### config.mk
export PLATFORM = sky130hd
export DESIGN_NAME = ptw_walker
export DESIGN_NICKNAME = d
export VERILOG_FILES = /design/src/rtl/ptw_pkg.sv /design/src/rtl/ptw_canon_check.sv /design/src/rtl/ptw_walker.sv
export VERILOG_INCLUDE_DIRS = /design/src /design/src/rtl
export SDC_FILE = /design/constraint.sdc
export NUM_CORES = 1
export LEC_CHECK = 0
export BUFFER_PORTS_ARGS = -buffer_cell sky130_fd_sc_hd__buf_4
export CORE_MARGIN = 4
export CORE_UTILIZATION = 58
export DETAILED_ROUTE_END_ITERATION = 8
export GPL_ROUTABILITY_DRIVEN = 0
export GPL_TIMING_DRIVEN = 0
export PLACE_DENSITY = 0.86
export SETUP_SLACK_MARGIN = 0.3
export SLEW_MARGIN = 20
export SYNTH_ARGS = -nofsm -noshare
export SYNTH_HDL_FRONTEND = slang
export SYNTH_HIERARCHICAL = 1
export SYNTH_SLANG_ARGS = --single-unit
### constraint.sdc
create_clock -name core_clk -period 17.2 [get_ports core_clk]
set_input_delay 3.44 -clock core_clk [delete_from_list [all_inputs] [get_ports core_clk]]
set_output_delay 3.44 -clock core_clk [all_outputs]
set_load 0.01 [all_outputs]
### src/rtl/ptw_consts.svh
// constants for the page translation walker: offsets, fields, resets
`ifndef PTW_CONSTS_SVH
`define PTW_CONSTS_SVH

// ****************************************************************
// register offsets (byte addresses on the register port)
// ****************************************************************
`define PTW_OFS_ROOT_LO 8'h00
`define PTW_OFS_ROOT_HI 8'h04
`define PTW_OFS_CTRL 8'h08
`define PTW_OFS_STATUS 8'h0c
`define PTW_OFS_PA_LO 8'h10
`define PTW_OFS_PA_HI 8'h14

// ****************************************************************
// control and status fields
// ****************************************************************
`define PTW_CTRL_PAE 0
`define PTW_CTRL_PSE 1
`define PTW_CTRL_LME 2
`define PTW_STS_ACT_FAULT 0
`define PTW_STS_BUSY 1
`define PTW_STS_LONG 2
`define PTW_STS_PAGE_LSB 4
`define PTW_STS_FAULT_LSB 8

// ****************************************************************
// reset values
// ****************************************************************
`define PTW_ROOT_RESET 64'h0000_0000_0000_0000
`define PTW_CTRL_BIT_RESET 1'b0
`define PTW_PA_RESET 52'h0_0000_0000_0000

// ****************************************************************
// root pointer and table entry fields
// ****************************************************************
`define PTW_ROOT_WT 3
`define PTW_ROOT_UC 4
`define PTW_ENT_PRESENT 0
`define PTW_ENT_WT 3
`define PTW_ENT_UC 4
`define PTW_ENT_PS 7

// ****************************************************************
// address geometry
// ****************************************************************
`define PTW_VA_BITS 48
`define PTW_PA_BITS 52
`define PTW_GIG_PAGES 1'b1

`endif

### src/rtl/ptw_pkg.sv
// types shared by the page translation walker
`default_nettype none

package ptw_pkg;
    typedef enum logic [1:0] {ST_IDLE, ST_ISSUE, ST_WAIT, ST_RESP}
        ptw_state_type;
    typedef enum logic [1:0] {LVL_TOP, LVL_PTR, LVL_DIR, LVL_LEAF}
        ptw_level_type;
    typedef enum logic [1:0] {PG_4K, PG_2M, PG_1G, PG_NONE} ptw_page_type;
    typedef enum logic [1:0] {FLT_NONE, FLT_GP, FLT_SS, FLT_NOT_PRESENT}
        ptw_fault_type;
endpackage

`default_nettype wire

### src/rtl/ptw_canon_check.sv
// canonical form check of the first and last byte of a reference
`include "ptw_consts.svh"
`default_nettype none

module ptw_canon_check
    import ptw_pkg::*;
(
    input wire logic [63:0] vaddr,
    input wire logic [2:0] len,
    input wire logic long_mode,
    output logic canonical
);
    logic [63:0] last_addr;

    // ************************************************************
    // sign extension test
    // ************************************************************
    // bits from the top implemented bit up to bit 63 must all agree
    function automatic logic is_canon(input logic [63:0] a);
        logic [64-`PTW_VA_BITS:0] top;
        top = a[63:`PTW_VA_BITS-1];
        is_canon = (&top) | ~(|top);
    endfunction

    // the reference is contiguous, so its two end bytes decide it
    assign last_addr = vaddr + {61'h0, len};
    assign canonical = ~long_mode |
        (is_canon(vaddr) & is_canon(last_addr));
endmodule // ptw_canon_check

`default_nettype wire

### src/rtl/ptw_walker.sv
// page translation walker: control registers and table walk engine
//
// Local design decisions: the strobed register port and the register offsets.
`include "ptw_consts.svh"
`default_nettype none

module ptw_walker
    import ptw_pkg::*;
(
    input wire logic core_clk,
    input wire logic resetn,
    input wire logic [7:0] reg_addr,
    input wire logic [31:0] reg_wdata,
    input wire logic reg_wr,
    input wire logic reg_rd,
    output logic [31:0] reg_rdata,
    input wire logic xl_req_valid,
    input wire logic [63:0] xl_req_vaddr,
    input wire logic [2:0] xl_req_len,
    input wire logic xl_req_stack,
    output logic xl_req_ready,
    output logic xl_rsp_valid,
    output logic [51:0] xl_rsp_paddr,
    output logic [1:0] xl_rsp_page,
    output logic [1:0] xl_rsp_fault,
    output logic mem_req_valid,
    output logic [51:0] mem_req_addr,
    output logic mem_req_writethrough,
    output logic mem_req_uncacheable,
    input wire logic mem_req_ready,
    input wire logic mem_rsp_valid,
    input wire logic [63:0] mem_rsp_data
);
    // ************************************************************
    // reset release
    // ************************************************************
    logic rst_meta_r;
    logic rst_sync_r;
    logic rst_n;

    always_ff @(posedge core_clk or negedge resetn)
    begin
        if (!resetn)
        begin
            rst_meta_r <= 1'b0;
            rst_sync_r <= 1'b0;
        end
        else
        begin
            rst_meta_r <= 1'b1;
            rst_sync_r <= rst_meta_r;
        end
    end
    assign rst_n = rst_sync_r;

    // ************************************************************
    // declarations
    // ************************************************************
    logic [63:0] root_r;
    logic pae_r;
    logic pse_r;
    logic lme_r;
    logic act_fault_r;
    ptw_state_type state_r;
    ptw_level_type lvl_r;
    logic [63:0] va_r;
    logic long_r;
    logic [51:0] base_r;
    logic wt_r;
    logic uc_r;
    logic [51:0] paddr_r;
    ptw_page_type page_r;
    ptw_fault_type fault_r;
    logic canonical;
    logic [8:0] idx;
    logic [63:0] ent;
    logic wr_ctrl;
    logic wr_status;
    logic act_attempt;

    // ************************************************************
    // register writes
    // ************************************************************
    assign wr_ctrl = reg_wr && (reg_addr == `PTW_OFS_CTRL);
    assign wr_status = reg_wr && (reg_addr == `PTW_OFS_STATUS);
    // long mode asked for while the extension stays off
    assign act_attempt = wr_ctrl && reg_wdata[`PTW_CTRL_LME] &&
        !reg_wdata[`PTW_CTRL_PAE];

    // reserved and unimplemented root bits are stored as written
    always_ff @(posedge core_clk or negedge rst_n)
    begin
        if (!rst_n)
            root_r <= `PTW_ROOT_RESET;
        else if (reg_wr && reg_addr == `PTW_OFS_ROOT_LO)
            root_r[31:0] <= reg_wdata;
        else if (reg_wr && reg_addr == `PTW_OFS_ROOT_HI)
            root_r[63:32] <= reg_wdata;
    end

    always_ff @(posedge core_clk or negedge rst_n)
    begin
        if (!rst_n)
        begin
            pae_r <= `PTW_CTRL_BIT_RESET;
            pse_r <= `PTW_CTRL_BIT_RESET;
            lme_r <= `PTW_CTRL_BIT_RESET;
        end
        else if (wr_ctrl)
        begin
            pae_r <= reg_wdata[`PTW_CTRL_PAE];
            pse_r <= reg_wdata[`PTW_CTRL_PSE];
            // long mode never becomes active without the extension
            lme_r <= reg_wdata[`PTW_CTRL_LME] &
                reg_wdata[`PTW_CTRL_PAE];
        end
    end

    // sticky; a new refused activation beats a clear in the same cycle
    always_ff @(posedge core_clk or negedge rst_n)
    begin
        if (!rst_n)
            act_fault_r <= 1'b0;
        else if (act_attempt)
            act_fault_r <= 1'b1;
        else if (wr_status && reg_wdata[`PTW_STS_ACT_FAULT])
            act_fault_r <= 1'b0;
    end

    // ************************************************************
    // request checks and entry address
    // ************************************************************
    ptw_canon_check u_canon (
        .vaddr(xl_req_vaddr),
        .len(xl_req_len),
        .long_mode(lme_r),
        .canonical(canonical)
    );

    // table index for a level; legacy pointer table has four entries
    function automatic logic [8:0] index_of(input ptw_level_type lvl,
                                            input logic [63:0] va,
                                            input logic long_m);
        case (lvl)
            LVL_TOP: index_of = va[47:39];
            LVL_PTR: index_of = long_m ? va[38:30] :
                {7'h00, va[31:30]};
            LVL_DIR: index_of = va[29:21];
            LVL_LEAF: index_of = va[20:12];
            default: index_of = 9'h000;
        endcase
    endfunction

    assign idx = index_of(lvl_r, va_r, long_r);
    assign mem_req_addr = base_r + {40'h0, idx, 3'h0};
    assign mem_req_valid = (state_r == ST_ISSUE);
    assign mem_req_writethrough = wt_r;
    assign mem_req_uncacheable = uc_r;
    assign xl_req_ready = (state_r == ST_IDLE);
    assign xl_rsp_valid = (state_r == ST_RESP);
    assign xl_rsp_paddr = paddr_r;
    assign xl_rsp_page = page_r;
    assign xl_rsp_fault = fault_r;
    assign ent = mem_rsp_data;

    // ************************************************************
    // walk engine
    // ************************************************************
    always_ff @(posedge core_clk or negedge rst_n)
    begin
        if (!rst_n)
        begin
            state_r <= ST_IDLE;
            lvl_r <= LVL_TOP;
            va_r <= 64'h0;
            long_r <= 1'b0;
            base_r <= 52'h0;
            wt_r <= 1'b0;
            uc_r <= 1'b0;
            paddr_r <= `PTW_PA_RESET;
            page_r <= PG_NONE;
            fault_r <= FLT_NONE;
        end
        else
        begin
            case (state_r)
                ST_IDLE:
                begin
                    if (xl_req_valid)
                    begin
                        // mode is latched so a mid-walk write cannot mix
                        va_r <= xl_req_vaddr;
                        long_r <= lme_r;
                        fault_r <= FLT_NONE;
                        wt_r <= root_r[`PTW_ROOT_WT];
                        uc_r <= root_r[`PTW_ROOT_UC];
                        if (!pae_r)
                        begin
                            // extension paging off: low 32 address bits pass through, zero extended
                            paddr_r <= {20'h0, xl_req_vaddr[31:0]};
                            page_r <= PG_NONE;
                            state_r <= ST_RESP;
                        end
                        else if (!canonical)
                        begin
                            fault_r <= xl_req_stack ? FLT_SS :
                                FLT_GP;
                            page_r <= PG_NONE;
                            state_r <= ST_RESP;
                        end
                        else if (lme_r)
                        begin
                            base_r <= {root_r[51:12], 12'h000};
                            lvl_r <= LVL_TOP;
                            state_r <= ST_ISSUE;
                        end
                        else
                        begin
                            // legacy pointer table is 32-byte aligned
                            base_r <= {20'h0, root_r[31:5], 5'h00};
                            lvl_r <= LVL_PTR;
                            state_r <= ST_ISSUE;
                        end
                    end
                end
                ST_ISSUE:
                begin
                    if (mem_req_ready)
                        state_r <= ST_WAIT;
                end
                ST_WAIT:
                begin
                    if (mem_rsp_valid)
                    begin
                        // next fetch takes its caching from this entry
                        wt_r <= ent[`PTW_ENT_WT];
                        uc_r <= ent[`PTW_ENT_UC];
                        base_r <= {ent[51:12], 12'h000};
                        state_r <= ST_ISSUE;
                        if (!ent[`PTW_ENT_PRESENT])
                        begin
                            fault_r <= FLT_NOT_PRESENT;
                            page_r <= PG_NONE;
                            state_r <= ST_RESP;
                        end
                        else
                        begin
                            case (lvl_r)
                                LVL_TOP:
                                    lvl_r <= LVL_PTR;
                                LVL_PTR:
                                begin
                                    if (long_r && `PTW_GIG_PAGES &&
                                        ent[`PTW_ENT_PS])
                                    begin
                                        paddr_r <= {ent[51:30],
                                            va_r[29:0]};
                                        page_r <= PG_1G;
                                        state_r <= ST_RESP;
                                    end
                                    else
                                        lvl_r <= LVL_DIR;
                                end
                                LVL_DIR:
                                begin
                                    // size bit alone decides; pse unused
                                    if (ent[`PTW_ENT_PS])
                                    begin
                                        paddr_r <= {ent[51:21],
                                            va_r[20:0]};
                                        page_r <= PG_2M;
                                        state_r <= ST_RESP;
                                    end
                                    else
                                        lvl_r <= LVL_LEAF;
                                end
                                LVL_LEAF:
                                begin
                                    paddr_r <= {ent[51:12],
                                        va_r[11:0]};
                                    page_r <= PG_4K;
                                    state_r <= ST_RESP;
                                end
                                default:
                                    state_r <= ST_RESP;
                            endcase
                        end
                    end
                end
                ST_RESP:
                    state_r <= ST_IDLE;
                default:
                    state_r <= ST_IDLE;
            endcase
        end
    end

    // ************************************************************
    // register reads
    // ************************************************************
    // unmapped offsets read as zero rather than stalling the master
    always_ff @(posedge core_clk or negedge rst_n)
    begin
        if (!rst_n)
            reg_rdata <= 32'h0000_0000;
        else if (reg_rd)
        begin
            case (reg_addr)
                `PTW_OFS_ROOT_LO: reg_rdata <= root_r[31:0];
                `PTW_OFS_ROOT_HI: reg_rdata <= root_r[63:32];
                `PTW_OFS_CTRL:
                begin
                    reg_rdata <= 32'h0000_0000;
                    reg_rdata[`PTW_CTRL_PAE] <= pae_r;
                    reg_rdata[`PTW_CTRL_PSE] <= pse_r;
                    reg_rdata[`PTW_CTRL_LME] <= lme_r;
                end
                `PTW_OFS_STATUS:
                begin
                    reg_rdata <= 32'h0000_0000;
                    reg_rdata[`PTW_STS_ACT_FAULT] <= act_fault_r;
                    reg_rdata[`PTW_STS_BUSY] <= (state_r != ST_IDLE);
                    reg_rdata[`PTW_STS_LONG] <= lme_r;
                    reg_rdata[`PTW_STS_PAGE_LSB +: 2] <= page_r;
                    reg_rdata[`PTW_STS_FAULT_LSB +: 2] <= fault_r;
                end
                `PTW_OFS_PA_LO: reg_rdata <= paddr_r[31:0];
                `PTW_OFS_PA_HI: reg_rdata <= {12'h000, paddr_r[51:32]};
                default: reg_rdata <= 32'h0000_0000;
            endcase
        end
        else
            reg_rdata <= 32'h0000_0000;
    end
endmodule // ptw_walker

`default_nettype wire
==> PnR_summary.wiki <==
{| class="wikitable"
! Metric !! Value
|-
| Clock skew || approximately 9.2 ps
|-
| Cell with the biggest individual delay on the critical path || sky130_fd_sc_hd__o2111ai_1
|-
| Power density of the placed cells || about 160 nW/µm²
|-
| Area share of fa/ha/maj cells after synthesis || 0.0161
|-
| Largest stage delay on the critical path || 520 ps
|-
| Synth area leaders || sky130_fd_sc_hd__dfrtp_1, sky130_fd_sc_hd__mux2_2, sky130_fd_sc_hd__nand2_1, sky130_fd_sc_hd__mux4_2, sky130_fd_sc_hd__o21ai_0
|-
| Total number of nets in the final design || between 1,500 and 2,000
|-
| Worst hold path class || register to async pin
|-
| Area growth from synthesis to layout || 27.6%
|-
| CP Max Fanout || 10
|-
| Largest area contributor in the netlist || sky130_fd_sc_hd__dfrtp_1
|-
| Leakage || between 7 and 8 nW
|-
| Flop-to-flop setup slack || about 14,000 ps
|-
| Synthesized area divided by synthesized cell count || roughly 10 µm²
|-
| Max IR drop VDD || 95.2 µV
|-
| Count of cell instances traversed by the critical path || 16
|-
| Share of Yosys cell area claimed by the top area cell type || 0.501
|-
| Number of antenna violations at the first check in global routing || 0
|-
| Number of setup buffers added after CTS || 0
|-
| Share of post-route cells with drive strength above 1 || 0.318
|-
| Pin count of the biggest net entering global routing || 52
|-
| Sort of element at the end of the critical path || primary output
|-
| Headroom to the max-slew limit || 0.433
|-
| Synth warn || 6
|-
| R2R cell count || 10
|-
| Share of synthesized area spent on multiplexers || 0.160
|-
| Ranking of synthesized cells by instance count || sky130_fd_sc_hd__dfrtp_1, sky130_fd_sc_hd__nand2_1, sky130_fd_sc_hd__mux2_2, sky130_fd_sc_hd__nor2_1, sky130_fd_sc_hd__o21ai_0
|-
| Vert. Die Dim || 157 µm
|-
| Number of buffers on the longest clock path || 3
|-
| Global-route wire length before repair || approximately 68,000 µm
|-
| Hold Violations, Final || 0
|-
| Detail-routed via count per cell || roughly 6.4
|-
| Row cnt || 54
|-
| Fraction of the mapped netlist area in simple logic gates || 0.149
|-
| Main combinational cell family by area after synthesis || multiplexers
|-
| Register clock-pin slew on the reported worst setup and hold paths || roughly 60 ps
|-
| Crit Reg-Reg Startpoint || lvl_r[1]
|-
| TritonCTS clock tree || yes
|-
| Status || finished clean
|-
| Reported max-cap violation count || 0
|-
| DPL Wire Length || roughly 35,000 µm
|-
| Crit path time final || ~9000 ps
|-
| Most repeated library cell on the critical path || sky130_fd_sc_hd__clkbuf_1
|-
| Number of enable-type register cells in the synthesized netlist || 0
|-
| #FFs+latches synth || 260
|-
| Synth Area in Compound Gates || 0.106
|-
| H-tree level count || 1
|-
| Setup crit start || lvl_r[0]
|-
| Launching element type of the critical path || register
|-
| Post-Route Hold Slack || around 350 ps
|-
| Count of instances resized after the clock tree is built || 0
|-
| Start-to-end type of the worst setup path || register to primary output
|-
| Most numerous cell in the Yosys netlist || sky130_fd_sc_hd__dfrtp_1
|-
| Die footprint || between 20,000 and 25,000 µm²
|-
| Effective utilization at floorplan || 0.590
|-
| Overall die width || between 150 and 200 µm
|-
| Worst path bufs/invs || 6
|-
| Number of sinks driven by the clock tree || 260
|-
| Worst slew pin tran || around 850 ps
|-
| Final setup violation count || 0
|-
| Final routed wire length divided by cell count || 24.1 µm
|-
| Antenna-violating nets left || 0
|-
| Data required, critical path || ~14,000 ps
|-
| Fraction of registers with async set or reset after synthesis || 1.00
|-
| Pins Over Slew Limit || 0
|-
| Core Region || ~22,000 µm²
|-
| Wire length reported by the detailed router || between 40,000 and 50,000 µm
|-
| Number of hold buffers added after CTS || 0
|-
| Synthesized instance count || about 1,200
|-
| Sequential area share after synthesis || 0.505
|-
| Total via count after detailed routing || 11,900
|-
| DRC violation count after routing || 0
|-
| Overall power after layout || ~2.6 mW
|-
| Setup repair after global routing missed its margin || no
|-
| Capturing instance or port of the critical path || mem_req_addr[39]
|-
| Number of global-route vias before repair || 11,900
|-
| Clk Tree Root Cell || sky130_fd_sc_hd__clkbuf_16
|-
| Number of CTS-inserted buffers || 27
|-
| Number of detailed-route iterations in the first pass || 6
|-
| Worst path cell trace || inv_1, ha_1, clkbuf_1, clkbuf_1, a221oi_1, a2bb2oi_1, ha_1, inv_1, fa_1, nand2b_1, a21oi_1, o2111ai_1, clkbuf_1, nor3_1, xor2_1, buf_4
|-
| Io pins || 324
|-
| Iteration-0 DRC count of the detailed router || roughly 1,500
|-
| Total overflow reported by the global router || 0
|-
| Peak Freq || 111 MHz
|-
| Sum of negative setup slack || 0 ps
|-
| CP Data Arrival Time || 5540 ps
|-
| Gr usage total || 0.359
|-
| Number of port buffers || between 200 and 300
|-
| Number of unique standard cell types used by synthesis || between 50 and 60
|-
| Netlist area before placement || ~13,000 µm²
|-
| Post-synthesis xor/xnor area fraction || 0.0306
|-
| Terminus of the critical flop-to-flop path || xl_rsp_paddr[46]
|-
| Crit path max-delay family || buffers and inverters
|-
| Most frequently used flop master after synthesis || sky130_fd_sc_hd__dfrtp_1
|-
| Clk Latency, worst-skew pair || roughly 540 ps
|-
| Fraction of the cycle the final worst path needs || 0.522
|}
layer usage:
metal,share of wire,global-route usage,up-vias
met5,0,0,-
li1,-,-,5047
met1,0.36,0.463,5869
met2,0.47,0.585,823
met3,0.11,0.0786,185
met4,0.058,0.171,0
worst min-delay path by stage:
stage                     slack [ps]            to  startpoint  depth (start not counted)
after floorplan                  330         rst_n  rst_meta_r                          0
after global placement           340         rst_n  rst_meta_r                          0
after detailed placement         340         rst_n  rst_meta_r                          0
after CTS                        360  reg_rdata[5]       rst_n                          0
after global routing             380         rst_n  rst_meta_r                          0
final                            350  reg_rdata[4]       rst_n                          0
final cells by class:
type / count / area [µm²]
clock inverter: 8 / 68.8
timing repair buffer: 303 / 2350
multi-input combinational: 881 / 5950
clock buffer: 40 / 764
sequential: 260 / 6510
inverter: 25 / 93.8
buffer: 78 / 340
fill: 1434 / 5390
antenna: 2 / 5.00
tap: 280 / 350
kinds of logic (layout without fill, tap and decap cells):
kind of cell    Yosys count  count (layout)
fa+ha+maj                16              16
xor+xnor                 45              45
compound gates          229             229
flops                   260             260
simple gates            421             421
buf+inv                 103             454
other cells               2               6
mux                     166             166
through the flow:
stage | instances | util | worst slack (ps) | area [µm²]
final | 1877 | 0.753 | 8220 | 16400
after global routing | 1875 | 0.753 | 8010 | 16400
after CTS | 1875 | 0.753 | 8390 | 16400
after detailed placement | 1827 | 0.715 | 8970 | 15600
after global placement | 1822 | 0.709 | 6800 | 15500
after floorplan | 1244 | - | 9420 | 12900
layout by cell type (no fill, tap or decap), types with 4 or more instances in the layout:
cell and instances:
sky130_fd_sc_hd__buf_4 301, sky130_fd_sc_hd__dfrtp_1 257, sky130_fd_sc_hd__nand2_1 186, sky130_fd_sc_hd__mux2_2 116, sky130_fd_sc_hd__nor2_1 105, sky130_fd_sc_hd__o21ai_0 87, sky130_fd_sc_hd__clkbuf_1 62, sky130_fd_sc_hd__a21oi_1 58
sky130_fd_sc_hd__a31oi_1 41, sky130_fd_sc_hd__mux2i_1 30, sky130_fd_sc_hd__nand3_1 27, sky130_fd_sc_hd__clkbuf_16 27, sky130_fd_sc_hd__xor2_1 26, sky130_fd_sc_hd__inv_1 24, sky130_fd_sc_hd__nand4_1 21, sky130_fd_sc_hd__mux4_2 20
sky130_fd_sc_hd__xnor2_1 19, sky130_fd_sc_hd__nor3_1 19, sky130_fd_sc_hd__nor2b_1 18, sky130_fd_sc_hd__ha_1 15, sky130_fd_sc_hd__buf_2 11, sky130_fd_sc_hd__nor4_1 10, sky130_fd_sc_hd__a221o_1 9, sky130_fd_sc_hd__buf_1 8
sky130_fd_sc_hd__a221oi_1 8, sky130_fd_sc_hd__and2_1 7, sky130_fd_sc_hd__nand2b_1 7, sky130_fd_sc_hd__a2bb2oi_1 6, sky130_fd_sc_hd__clkinv_2 6, sky130_fd_sc_hd__nand3b_1 5, sky130_fd_sc_hd__o211ai_1 4, sky130_fd_sc_hd__conb_1 4
sky130_fd_sc_hd__clkbuf_8 4
report_power, final:
group | leakage [nW] | switching (mW) | internal [mW]
logic | 3.83 | 0.614 | 0.470
clock network | 0.414 | 0.247 | 0.321
registers | 3.32 | 0.196 | 0.790
worst reg2reg max path, stage by stage (launching register included):
cell,delay (ps)
sky130_fd_sc_hd__dfrtp_1,390
sky130_fd_sc_hd__inv_1,110
sky130_fd_sc_hd__ha_1,250
sky130_fd_sc_hd__and2_1,170
sky130_fd_sc_hd__clkbuf_1,190
sky130_fd_sc_hd__o2bb2ai_1,200
sky130_fd_sc_hd__a41oi_1,550
sky130_fd_sc_hd__clkbuf_1,560
sky130_fd_sc_hd__clkbuf_1,630
sky130_fd_sc_hd__nand2_1,100
sky130_fd_sc_hd__o21ai_0,150
registers in the layout, indices dropped and copies added, names as in the netlist, 2 cells and up:
| name | cells |
|---|---|
| reg_rdata | 32 |
| xl_rsp_paddr | 52 |
| lvl_r | 2 |
| state_r | 2 |
| base_r | 47 |
| va_r | 48 |
| root_r | 64 |
| xl_rsp_fault | 2 |
| xl_rsp_page | 2 |
Power figures use the tool's default switching activity.
